## src/design/jmpd_map.svh

```systemverilog
// Purpose: constants for the link mode parameter decoder
// Assumes: 100 MHz device clock, word-wide plain register port
// Notes:   offsets are word indices on the plain port
// Summary of operation
// - one mode code derives all link parameters except frame count, scrambling and identifier
// - interleave flag one for single-channel modes
// - line rate is clock times bits-per-clock
// - bits-per-clock selects serializer multiplier or bypass
// - frame count outside mode limits flagged in status, not corrected
// - multiframe length equals programmed frame count
// - all format fields sent in alignment sequence
// - adjust, bank, control, density, reserved read zero
// - control bits per sample always reported zero
// - device identifier comes from user register
// - checksum is field sum modulo 256
// - converter count sets packing, not channels
// - derive octets, samples, resolution, padded width
// - mode 0: 4 lanes, 4 converters, R=4
// - mode 1: 8 lanes, 8 converters, R=2
// - unused higher lanes of each link powered down
// - second link identifier is register plus one
`ifndef JMPD_MAP_SVH
`define JMPD_MAP_SVH
`define JMPD_OFS_MODE     4'h0
`define JMPD_OFS_KM1      4'h1
`define JMPD_OFS_DEVID    4'h2
`define JMPD_OFS_CTRL     4'h3
`define JMPD_OFS_STATUS   4'h4
`define JMPD_OFS_PARAM    4'h5
`define JMPD_OFS_ILAS     4'h6
`define JMPD_RST_MODE     5'h00
`define JMPD_RST_KM1      5'h1F
`define JMPD_RST_DEVID    8'h00
`define JMPD_CTRL_EN_BIT  0
`define JMPD_CTRL_SCR_BIT 1
`define JMPD_K_MIN        6'h03
`define JMPD_K_MAX        6'h20
`define JMPD_JESDV        3'h1
`define JMPD_SUBCLASSV    3'h1
`endif

```

## src/design/jmpd_pkg.sv

```systemverilog
// Purpose: types for the link mode parameter decoder
// Assumes: only mode codes 0 and 1 are implemented
// Notes:   none
package jmpd_pkg;
  typedef struct packed {
    logic       des;
    logic [4:0] decim;
    logic [1:0] links;
    logic [4:0] resN;
    logic [4:0] resNp;
    logic [4:0] lanes;
    logic [4:0] convM;
    logic [4:0] octF;
    logic [4:0] smpS;
    logic [2:0] bitsR;
    logic       valid;
  } jmpd_mode_s;
  typedef struct packed {
    logic [7:0] chk0;
    logic [7:0] chk1;
    logic [7:0] did1;
    logic [7:0] did0;
  } jmpd_ilas_s;
endpackage : jmpd_pkg

```

## src/design/jmpd_decoder.sv

```systemverilog
// Purpose: mode code decoder building link transport and alignment fields
// Assumes: plain register port, read data one cycle after read strobe
// Notes:   per-lane identifiers are excluded from the checksum here
//
// Chosen here: the address-and-strobe port and the register offsets.
`timescale 1ns/1ps
`include "jmpd_map.svh"
module jmpd_decoder #(
  parameter int LANES_PER_LINK = 8
) (
  input  wire logic                      clk,
  input  wire logic                      arst_n,
  input  wire logic [3:0]                regAddr,
  input  wire logic [31:0]               regWdata,
  input  wire logic                      regWr,
  input  wire logic                      regRd,
  output logic      [31:0]               regRdata,
  output logic                           linkEnable,
  output logic                           scramblerEnable,
  output logic      [2:0]                serdesBitsPerClk,
  output logic                           serdesPllBypass,
  output logic      [LANES_PER_LINK-1:0] laneEnableA,
  output logic      [LANES_PER_LINK-1:0] laneEnableB,
  output logic      [5:0]                multiframeLen,
  output jmpd_pkg::jmpd_mode_s           modeParams,
  output jmpd_pkg::jmpd_ilas_s           ilasFields
);

  logic [4:0] link_mode_select_q;
  logic [4:0] frames_per_multiframe_minus_one_q;
  logic [7:0] devId_q;
  logic       enable_q;
  logic       scr_q;
  logic       badK_q;
  jmpd_pkg::jmpd_mode_s mode_d;
  logic [7:0] chkBase;
  logic [5:0] kCount;

  function automatic jmpd_pkg::jmpd_mode_s decodeMode(input logic [4:0] code);
    jmpd_pkg::jmpd_mode_s m;
    m = '0;
    unique case (code)
      5'h00: begin
        m = '{des: 1'b1, decim: 5'h01, links: 2'h2, resN: 5'h0C, resNp: 5'h0C, lanes: 5'h04,
              convM: 5'h04, octF: 5'h08, smpS: 5'h05, bitsR: 3'h4, valid: 1'b1};
      end
      5'h01: begin
        m = '{des: 1'b1, decim: 5'h01, links: 2'h2, resN: 5'h0C, resNp: 5'h0C, lanes: 5'h08,
              convM: 5'h08, octF: 5'h08, smpS: 5'h05, bitsR: 3'h2, valid: 1'b1};
      end
      default: m = '0; // unlisted codes give no valid mode
    endcase
    return m;
  endfunction : decodeMode

  // checksum over alignment fields other than identifiers; fields sent as value-minus-one where the link defines so
  function automatic logic [7:0] ilasSum(input jmpd_pkg::jmpd_mode_s m, input logic [4:0] km1,
                                         input logic scr);
    logic [7:0] s;
    s = 8'h00;
    s = s + {3'h0, m.lanes - 5'h01};           // lanes minus one
    s = s + {7'h00, scr};
    s = s + {3'h0, m.octF - 5'h01};
    s = s + {3'h0, km1};
    s = s + {3'h0, m.convM - 5'h01};
    s = s + {3'h0, m.resN - 5'h01};
    s = s + {3'h0, m.resNp - 5'h01};
    s = s + {5'h00, `JMPD_SUBCLASSV};
    s = s + {5'h00, `JMPD_JESDV};
    s = s + {3'h0, m.smpS - 5'h01};
    // adjust, direction, bank, control words, density, control bits, reserved add zero
    return s;
  endfunction : ilasSum

  // configuration writes land only while the link is off
  always_ff @(posedge clk or negedge arst_n) begin
    if (!arst_n) begin
      link_mode_select_q                <= `JMPD_RST_MODE;
      frames_per_multiframe_minus_one_q <= `JMPD_RST_KM1;
      devId_q                           <= `JMPD_RST_DEVID;
    end else if (regWr && !enable_q) begin
      if (regAddr == `JMPD_OFS_MODE) begin
        link_mode_select_q <= regWdata[4:0];
      end
      if (regAddr == `JMPD_OFS_KM1) begin
        frames_per_multiframe_minus_one_q <= regWdata[4:0];
      end
      if (regAddr == `JMPD_OFS_DEVID) begin
        devId_q <= regWdata[7:0];
      end
    end
  end

  always_ff @(posedge clk or negedge arst_n) begin
    if (!arst_n) begin
      enable_q <= 1'b0;
      scr_q    <= 1'b0;
    end else if (regWr && regAddr == `JMPD_OFS_CTRL) begin
      enable_q <= regWdata[`JMPD_CTRL_EN_BIT];
      if (!enable_q) begin
        scr_q <= regWdata[`JMPD_CTRL_SCR_BIT];
      end
    end
  end

  assign mode_d  = decodeMode(link_mode_select_q);
  assign kCount  = {1'b0, frames_per_multiframe_minus_one_q} + 6'h01;
  assign chkBase = ilasSum(mode_d, frames_per_multiframe_minus_one_q, scr_q);

  // out-of-range frame count flagged for software, not corrected
  always_ff @(posedge clk or negedge arst_n) begin
    if (!arst_n) begin
      badK_q <= 1'b0;
    end else begin
      badK_q <= (kCount < `JMPD_K_MIN) || (kCount > `JMPD_K_MAX) || !mode_d.valid;
    end
  end

  // derived outputs registered; stable since inputs only move while disabled
  always_ff @(posedge clk or negedge arst_n) begin
    if (!arst_n) begin
      modeParams       <= '0;
      serdesBitsPerClk <= 3'h0;
      serdesPllBypass  <= 1'b0;
      multiframeLen    <= 6'h00;
      ilasFields       <= '0;
      linkEnable       <= 1'b0;
      scramblerEnable  <= 1'b0;
    end else begin
      modeParams       <= mode_d;
      serdesBitsPerClk <= mode_d.bitsR;
      serdesPllBypass  <= (mode_d.bitsR == 3'h1);
      multiframeLen    <= kCount;
      ilasFields.did0  <= devId_q;
      ilasFields.did1  <= devId_q + 8'h01;
      ilasFields.chk0  <= chkBase + devId_q;
      ilasFields.chk1  <= chkBase + devId_q + 8'h01;
      linkEnable       <= enable_q && mode_d.valid;        // invalid mode never starts link
      scramblerEnable  <= scr_q;
    end
  end

  // lowest lanes used, the rest powered down
  genvar g;
  generate
    for (g = 0; g < LANES_PER_LINK; g++) begin : gLane
      always_ff @(posedge clk or negedge arst_n) begin
        if (!arst_n) begin
          laneEnableA[g] <= 1'b0;
          laneEnableB[g] <= 1'b0;
        end else begin
          laneEnableA[g] <= enable_q && (5'(g) < mode_d.lanes);
          laneEnableB[g] <= enable_q && (mode_d.links == 2'h2) && (5'(g) < mode_d.lanes);
        end
      end
    end
  endgenerate

  always_ff @(posedge clk or negedge arst_n) begin
    if (!arst_n) begin
      regRdata <= 32'h0000_0000;
    end else if (regRd) begin
      unique case (regAddr)
        `JMPD_OFS_MODE:   regRdata <= {27'h0, link_mode_select_q};
        `JMPD_OFS_KM1:    regRdata <= {27'h0, frames_per_multiframe_minus_one_q};
        `JMPD_OFS_DEVID:  regRdata <= {24'h0, devId_q};
        `JMPD_OFS_CTRL:   regRdata <= {30'h0, scr_q, enable_q};
        `JMPD_OFS_STATUS: regRdata <= {29'h0, badK_q, mode_d.valid, linkEnable};
        `JMPD_OFS_PARAM:  regRdata <= {mode_d.des, mode_d.decim, mode_d.links, mode_d.lanes,
                                       mode_d.convM, mode_d.octF, mode_d.smpS, mode_d.bitsR, 1'b0};
        `JMPD_OFS_ILAS:   regRdata <= ilasFields;
        default:          regRdata <= 32'h0000_0000;
      endcase
    end else begin
      regRdata <= 32'h0000_0000;
    end
  end

endmodule : jmpd_decoder

```

## config.mk

```make
export PLATFORM = sky130hd
export DESIGN_NAME = jmpd_decoder
export DESIGN_NICKNAME = d
export VERILOG_FILES = /design/src/design/jmpd_pkg.sv /design/src/design/jmpd_decoder.sv
export VERILOG_INCLUDE_DIRS = /design/src /design/src/design
export SDC_FILE = /design/constraint.sdc
export NUM_CORES = 1
export LEC_CHECK = 0
export ABC_CLOCK_PERIOD_IN_PS = 6100
export BUFFER_PORTS_ARGS = -buffer_cell sky130_fd_sc_hd__buf_2
export CORE_MARGIN = 2
export CORE_UTILIZATION = 40
export DETAILED_ROUTE_END_ITERATION = 12
export GPL_TIMING_DRIVEN = 1
export PLACE_DENSITY = 0.64
export SYNTH_ARGS = -nofsm -noshare
export SYNTH_HDL_FRONTEND = slang
export SYNTH_SLANG_ARGS = --single-unit
```

## constraint.sdc

```tcl
create_clock -name clk -period 6.1 [get_ports clk]
set_input_delay 1.22 -clock clk [delete_from_list [all_inputs] [get_ports clk]]
set_output_delay 1.22 -clock clk [all_outputs]
set_load 0.02 [all_outputs]
```

Word-level counts from Yosys, hierarchy flattened
Cells that the tools add are included.

storage, ports and cells
  bits in registers = 152
  output and inout port bits = 134
  logic and storage cells = 114

operators by class
  add/subtract/negate cells = 19
  $lt $le $gt $ge = 10
  equal/unequal tests = 9
  multiplexer cells = 3
  bitwise logic cells = 1
  reductions and logical operators = 30

operator list
  operator                                                    number
  case mux 32 bit (7 select lines)                            1
  case mux 42 bit (2 select lines)                            1
  adder 8 x 1 -> 8 bit, second input constant                 4
  adder 8 x 5 -> 8 bit                                        4
  two-way mux 32 bit                                          1
  subtractor 5 x 1 -> 5 bit, second input constant            6
  logical AND 1 bit                                           20
  less-than comparator 3 x 5 -> 1 bit, first input constant   4
  == test 4 x 3 -> 1 bit, second input constant               3
  less-than comparator 1 x 5 -> 1 bit, first input constant   2
  less-than comparator 2 x 5 -> 1 bit, first input constant   2
  adder 7 x 5 -> 8 bit                                        1
  adder 8 bit                                                 1
  == test 4 x 2 -> 1 bit, second input constant               2
  AND reduction 2 bit                                         4
  adder 6 x 5 -> 7 bit                                        1
  adder 5 x 1 -> 6 bit                                        1
  adder 5 x 1 -> 6 bit, second input constant                 1
  greater-than comparator 6 bit, second input constant        1
  less-than comparator 6 x 2 -> 1 bit, second input constant  1
  == test 5 x 1 -> 1 bit, second input constant               1
  logical NOT 5 bit                                           1
  == test 4 x 1 -> 1 bit, second input constant               1
  logical NOT 4 bit                                           1
  5 further kinds                                             7

Depth between registers and ports, before layout
  depth in word-level cells = 14
  mapped depth = 20

Worst setup path after synthesis
OpenSTA, ideal clock, no wires.

  path type = reg2reg
  start point = register link_mode_select_q[3]
  end point = register ilasFields[23] (netlist bit)
  arrival = 4.251 ns
  required time = 5.973 ns
  setup slack = 1.722 ns
  cell stages (with the launch flop) = 18
  path buffers = 1
  clock period less this slack = 4.378 ns
  cell sequence = dfrtp_1 > nor4_4 > and2_1 > inv_1 > ha_1 > buf_6 > nor2_1 > fa_1 > inv_1 > fa_1 > ha_1 > ha_1 > ha_1 > inv_1 > fa_1 > nor3_4 > nand3_1 > xnor2_1

RTL lines
  item                      line                RTL
  start: declaration        jmpd_decoder.sv:29  logic [4:0] link_mode_select_q;
  start signal: assignment  jmpd_decoder.sv:78  link_mode_select_q <= `JMPD_RST_MODE;
  start signal: assignment  jmpd_decoder.sv:83  link_mode_select_q <= regWdata[4:0];
  end: declaration          jmpd_decoder.sv:26  output jmpd_pkg::jmpd_ilas_s ilasFields

==> impl_metrics.csv <==
group,metric,value,unit
global_route,grt_max_degree,60,
detailed_routing,drtAntennaViolNets,0,
flow_run,drv_cap,0,
cts,cts_setup_buffers,0,
synthesis,syn_area,5006,sq um
synthesis,synth_cell_type_count,47,
cts,insertion_delay,350,ps
worst_setup_path,cp_common_cell,"ha_1",
floorplanning,die_h,115.9,um
worst_setup_path,cp-end-kind,"flip-flop",
global_route,grt_antenna_before_repair,0,
power,leakage,0.003055,uW
synthesis,synthSimpleGateAreaFrac,12.15,%
floorplanning,die_area,13430,sq um
worst_setup_path,rrSetupSlack,1480,ps
sta,tightest_slew,810.6,ps
worst_hold_path,min_from,"devId_q[1]",
worst_hold_path,holdPathStages,0,
worst_setup_path,critPathRequiredTime,6330,ps
detailed_routing,detail_route.wl_per_cell,15.09,um
floorplanning,initial_utilization,41.33,%
synthesis,yosysTopAreaCell,"dfrtp_1",
synthesis,synth-edff-count,0,
sta,setup-violations-final,0,
synthesis,ys_ff_latch,99,
layout,nFillCells,1107,
detailed_routing,viasPerCell,4.651,
cts,hold_buffers,0,
worst_setup_path,crit_chain,"nor4_4 -> and2_1 -> inv_1 -> ha_1 -> nor2_1 -> fa_1 -> inv_1 -> fa_1 -> ha_1 -> ha_1 -> ha_1 -> inv_1 -> fa_1 -> nor3_4 -> nand3_1 -> xnor2_1",
detailed_routing,top_layer,"met4",
detailed_routing,drt_wl_total,10410,um
detailed_routing,drt-met1-wl,4751,um
sta,fin_ws,1485,ps
cts,ctsResizeCount,0,
global_route,grt_pass1_wl,15880,um
worst_hold_path,hold_class,"reg -> reg",
floorplanning,die_w,115.9,um
global_route,grt_overflow,0,
synthesis,synthArstFlopShare,100.0,%
cts,path_clk_slew,70,ps
worst_setup_path,path_class,"reg -> reg",
layout,final_nets,596,
global_route,grt_usage,15.59,%
sta,report.final.slew_viol_count,0,
sta,fin_tns_setup,0,ps
detailed_routing,route.detailed.drc,0,
sta,clock.fmax,0.2167,GHz
power,power_density,552.0,nW/um^2
detailed_routing,route.met2.wl,4938,um
power,vdd_ir_drop_max,268.4,uV
synthesis,synth_top_family_by_area,"buffers and inverters",
layout,multi_input_area,1977,sq um
placed_design,pre_cts_slack,1516,ps
synthesis,seq_area_frac_synth,49.61,%
placed_design,gp_congestion,0.8352,
layout,antenna-diode-count,0,
cts,cts_root_buf,"clkbuf_16",
cts,cts_sinks,99,
placed_design,hpwlAfterDp,7762,um
worst_hold_path,min_to,"ilasFields[1]",
sta,hold_viol_final,0,
synthesis,yosys.area.top_type_share,46.99,%
layout,register_area,2484,sq um
sta,rsz0062_at_grt,"false",
worst_setup_path,slowest_delay,490,ps
sta,period_needed,4615,ps
outcome,outcome,"finished clean",
detailed_routing,dr.pass1.iters,4,
sta,period_share,75.66,%
global_route,grt_pass1_vias,2991,
synthesis,synth_compound_area_share,3.924,%
detailed_routing,vias,3209,
layout,layout-drive-gt1-share,34.10,%
cts,cts_made_buffers,9,
worst_setup_path,crit-reg2reg-launch,"link_mode_select_q[3]",
floorplanning,core,12110,sq um
floorplanning,rows,40,
synthesis,ys.flop_type,"dfrtp_1",
worst_setup_path,critPathMaxFanout,5,
sta,fin_skew,5.873,ps
synthesis,synthAdderAreaFrac,10.70,%
synthesis,yosysWarnings,0,
sta,slew-limit-headroom,45.90,%
placed_design,numPortBuffers,122,
synthesis,netlist_instances,428,
floorplanning,ios,174,
worst_setup_path,reg2reg_to,"ilasFields[23]",
worst_setup_path,r2r_cells,16,
detailed_routing,drt-initial-drc-count,195,
cts,clock_path_buffers,2,
synthesis,netlist_top_cells_area,"dfrtp_1, buf_4, ha_1",
synthesis,synth_area_per_cell,11.70,sq um
worst_setup_path,slowest_stage,"fa_1",
layout,syn2layout_area_growth,15.00,%
worst_setup_path,startpoint_type,"flip-flop",
cts,cts_tree,"done",
cts,htree_levels,3,
synthesis,synthMuxAreaShare,6.123,%
worst_setup_path,worstPathArrival,4840,ps
synthesis,synthXorXnorAreaFrac,4.574,%
detailed_routing,routed-wl-met3,554,um
worst max-delay path, delay by kind of cell, from the launching register on:
kind	cells	cell delay, ps
xor+xnor	1	150
fa+ha+maj	7	2400
buf+inv	3	220
flops	1	420
simple gates	5	1320
layout by cell type (no fill, tap or decap), drive strengths merged, types with 8 or more instances in the layout:
cell type	instances
nor2	19
buf	124
dfrtp	94
ha	30
a21oi	13
xnor2	17
and3	18
mux2	21
fa	8
nor4	9
nand2	26
clkbuf	11
conb	27
inv	31
nand3	13
flip-flops by register name, summed over array words and instances (netlist names):
| name | cells |
|---|---|
| scramblerEnable | 1 |
| laneEnableB | 2 |
| devId_q | 8 |
| ilasFields | 32 |
| frames_per_multiframe_minus_one_q | 5 |
| multiframeLen | 6 |
| laneEnableA | 2 |
| badK_q | 1 |
| modeParams | 3 |
| enable_q | 1 |
| link_mode_select_q | 5 |
| regRdata | 32 |
| scr_q | 1 |
cell families (layout without fill, tap and decap cells):
kind of cell / after synthesis / count (layout)
flops: 99 / 99
other cells: 1 / 27
fa+ha+maj: 38 / 38
buf+inv: 102 / 170
xor+xnor: 24 / 24
mux: 28 / 28
compound gates: 32 / 32
simple gates: 104 / 104
how the worst max path moves through the flow:
stage	from	end	slack (ps)	cells past startpoint
detailed placement	link_mode_select_q[3]	ilasFields[23]	1520	18
floorplan	link_mode_select_q[3]	ilasFields[23]	1720	17
global route	link_mode_select_q[3]	ilasFields[23]	1270	18
CTS	link_mode_select_q[3]	ilasFields[23]	1480	18
global placement	link_mode_select_q[3]	ilasFields[23]	1590	18
finish	link_mode_select_q[3]	ilasFields[23]	1480	16
cell usage after synthesis (2+ instances only):
cell,number
a21o_1,3
inv_1,31
nor3_1,3
xor2_1,6
o21ai_0,6
dfrtp_1,94
buf_2,6
and2_1,2
nand2_1,22
nand3_1,13
nor4_4,2
a21oi_1,13
xnor2_1,17
mux2i_1,7
nand3b_1,2
ha_1,30
nor4_1,6
fa_1,8
nand4_1,3
nand2_2,4
mux2_2,21
dfstp_2,5
a22oi_1,2
a31oi_1,2
buf_6,4
nor2_1,17
o32a_1,2
buf_4,59
and3_1,18
nor2b_1,3
metal layers:
layer	global-route usage, %	vias to the layer above
li1	-	1514
met1	21.88	1578
met2	23.35	105
met3	4.132	12
met4	5.714	0
met5	0	-
cell type report:
cell class | count | share of cell area [%]
inverters | 31 | 2.021
clock inverters | 4 | 1.717
well taps | 168 | 3.651
clock buffers | 11 | 4.216
multi-input cells | 253 | 34.34
repair buffers | 124 | 10.91
flip-flops and latches | 99 | 43.14
per-stage QoR:
step	utilization (%)	total power, uW	hold slack [ps]	cell area, sq um	instances
floorplan	-	2204	408.1	5104	454
global placement	44.71	2534	441.8	5415	675
finish	47.53	3178	461.7	5757	690
global route	47.53	3416	479.3	5757	690
CTS	47.53	3224	466.0	5757	690
detailed placement	44.71	2556	451.8	5415	675
report_power, final:
group,leakage [uW],internal [uW],switching (uW)
registers,0.00125,842,130
clock network,0.000166,411,239
logic,0.00164,635,921
total,0.00306,1890,1290
Note: power is estimated with default switching activity, not from simulation.
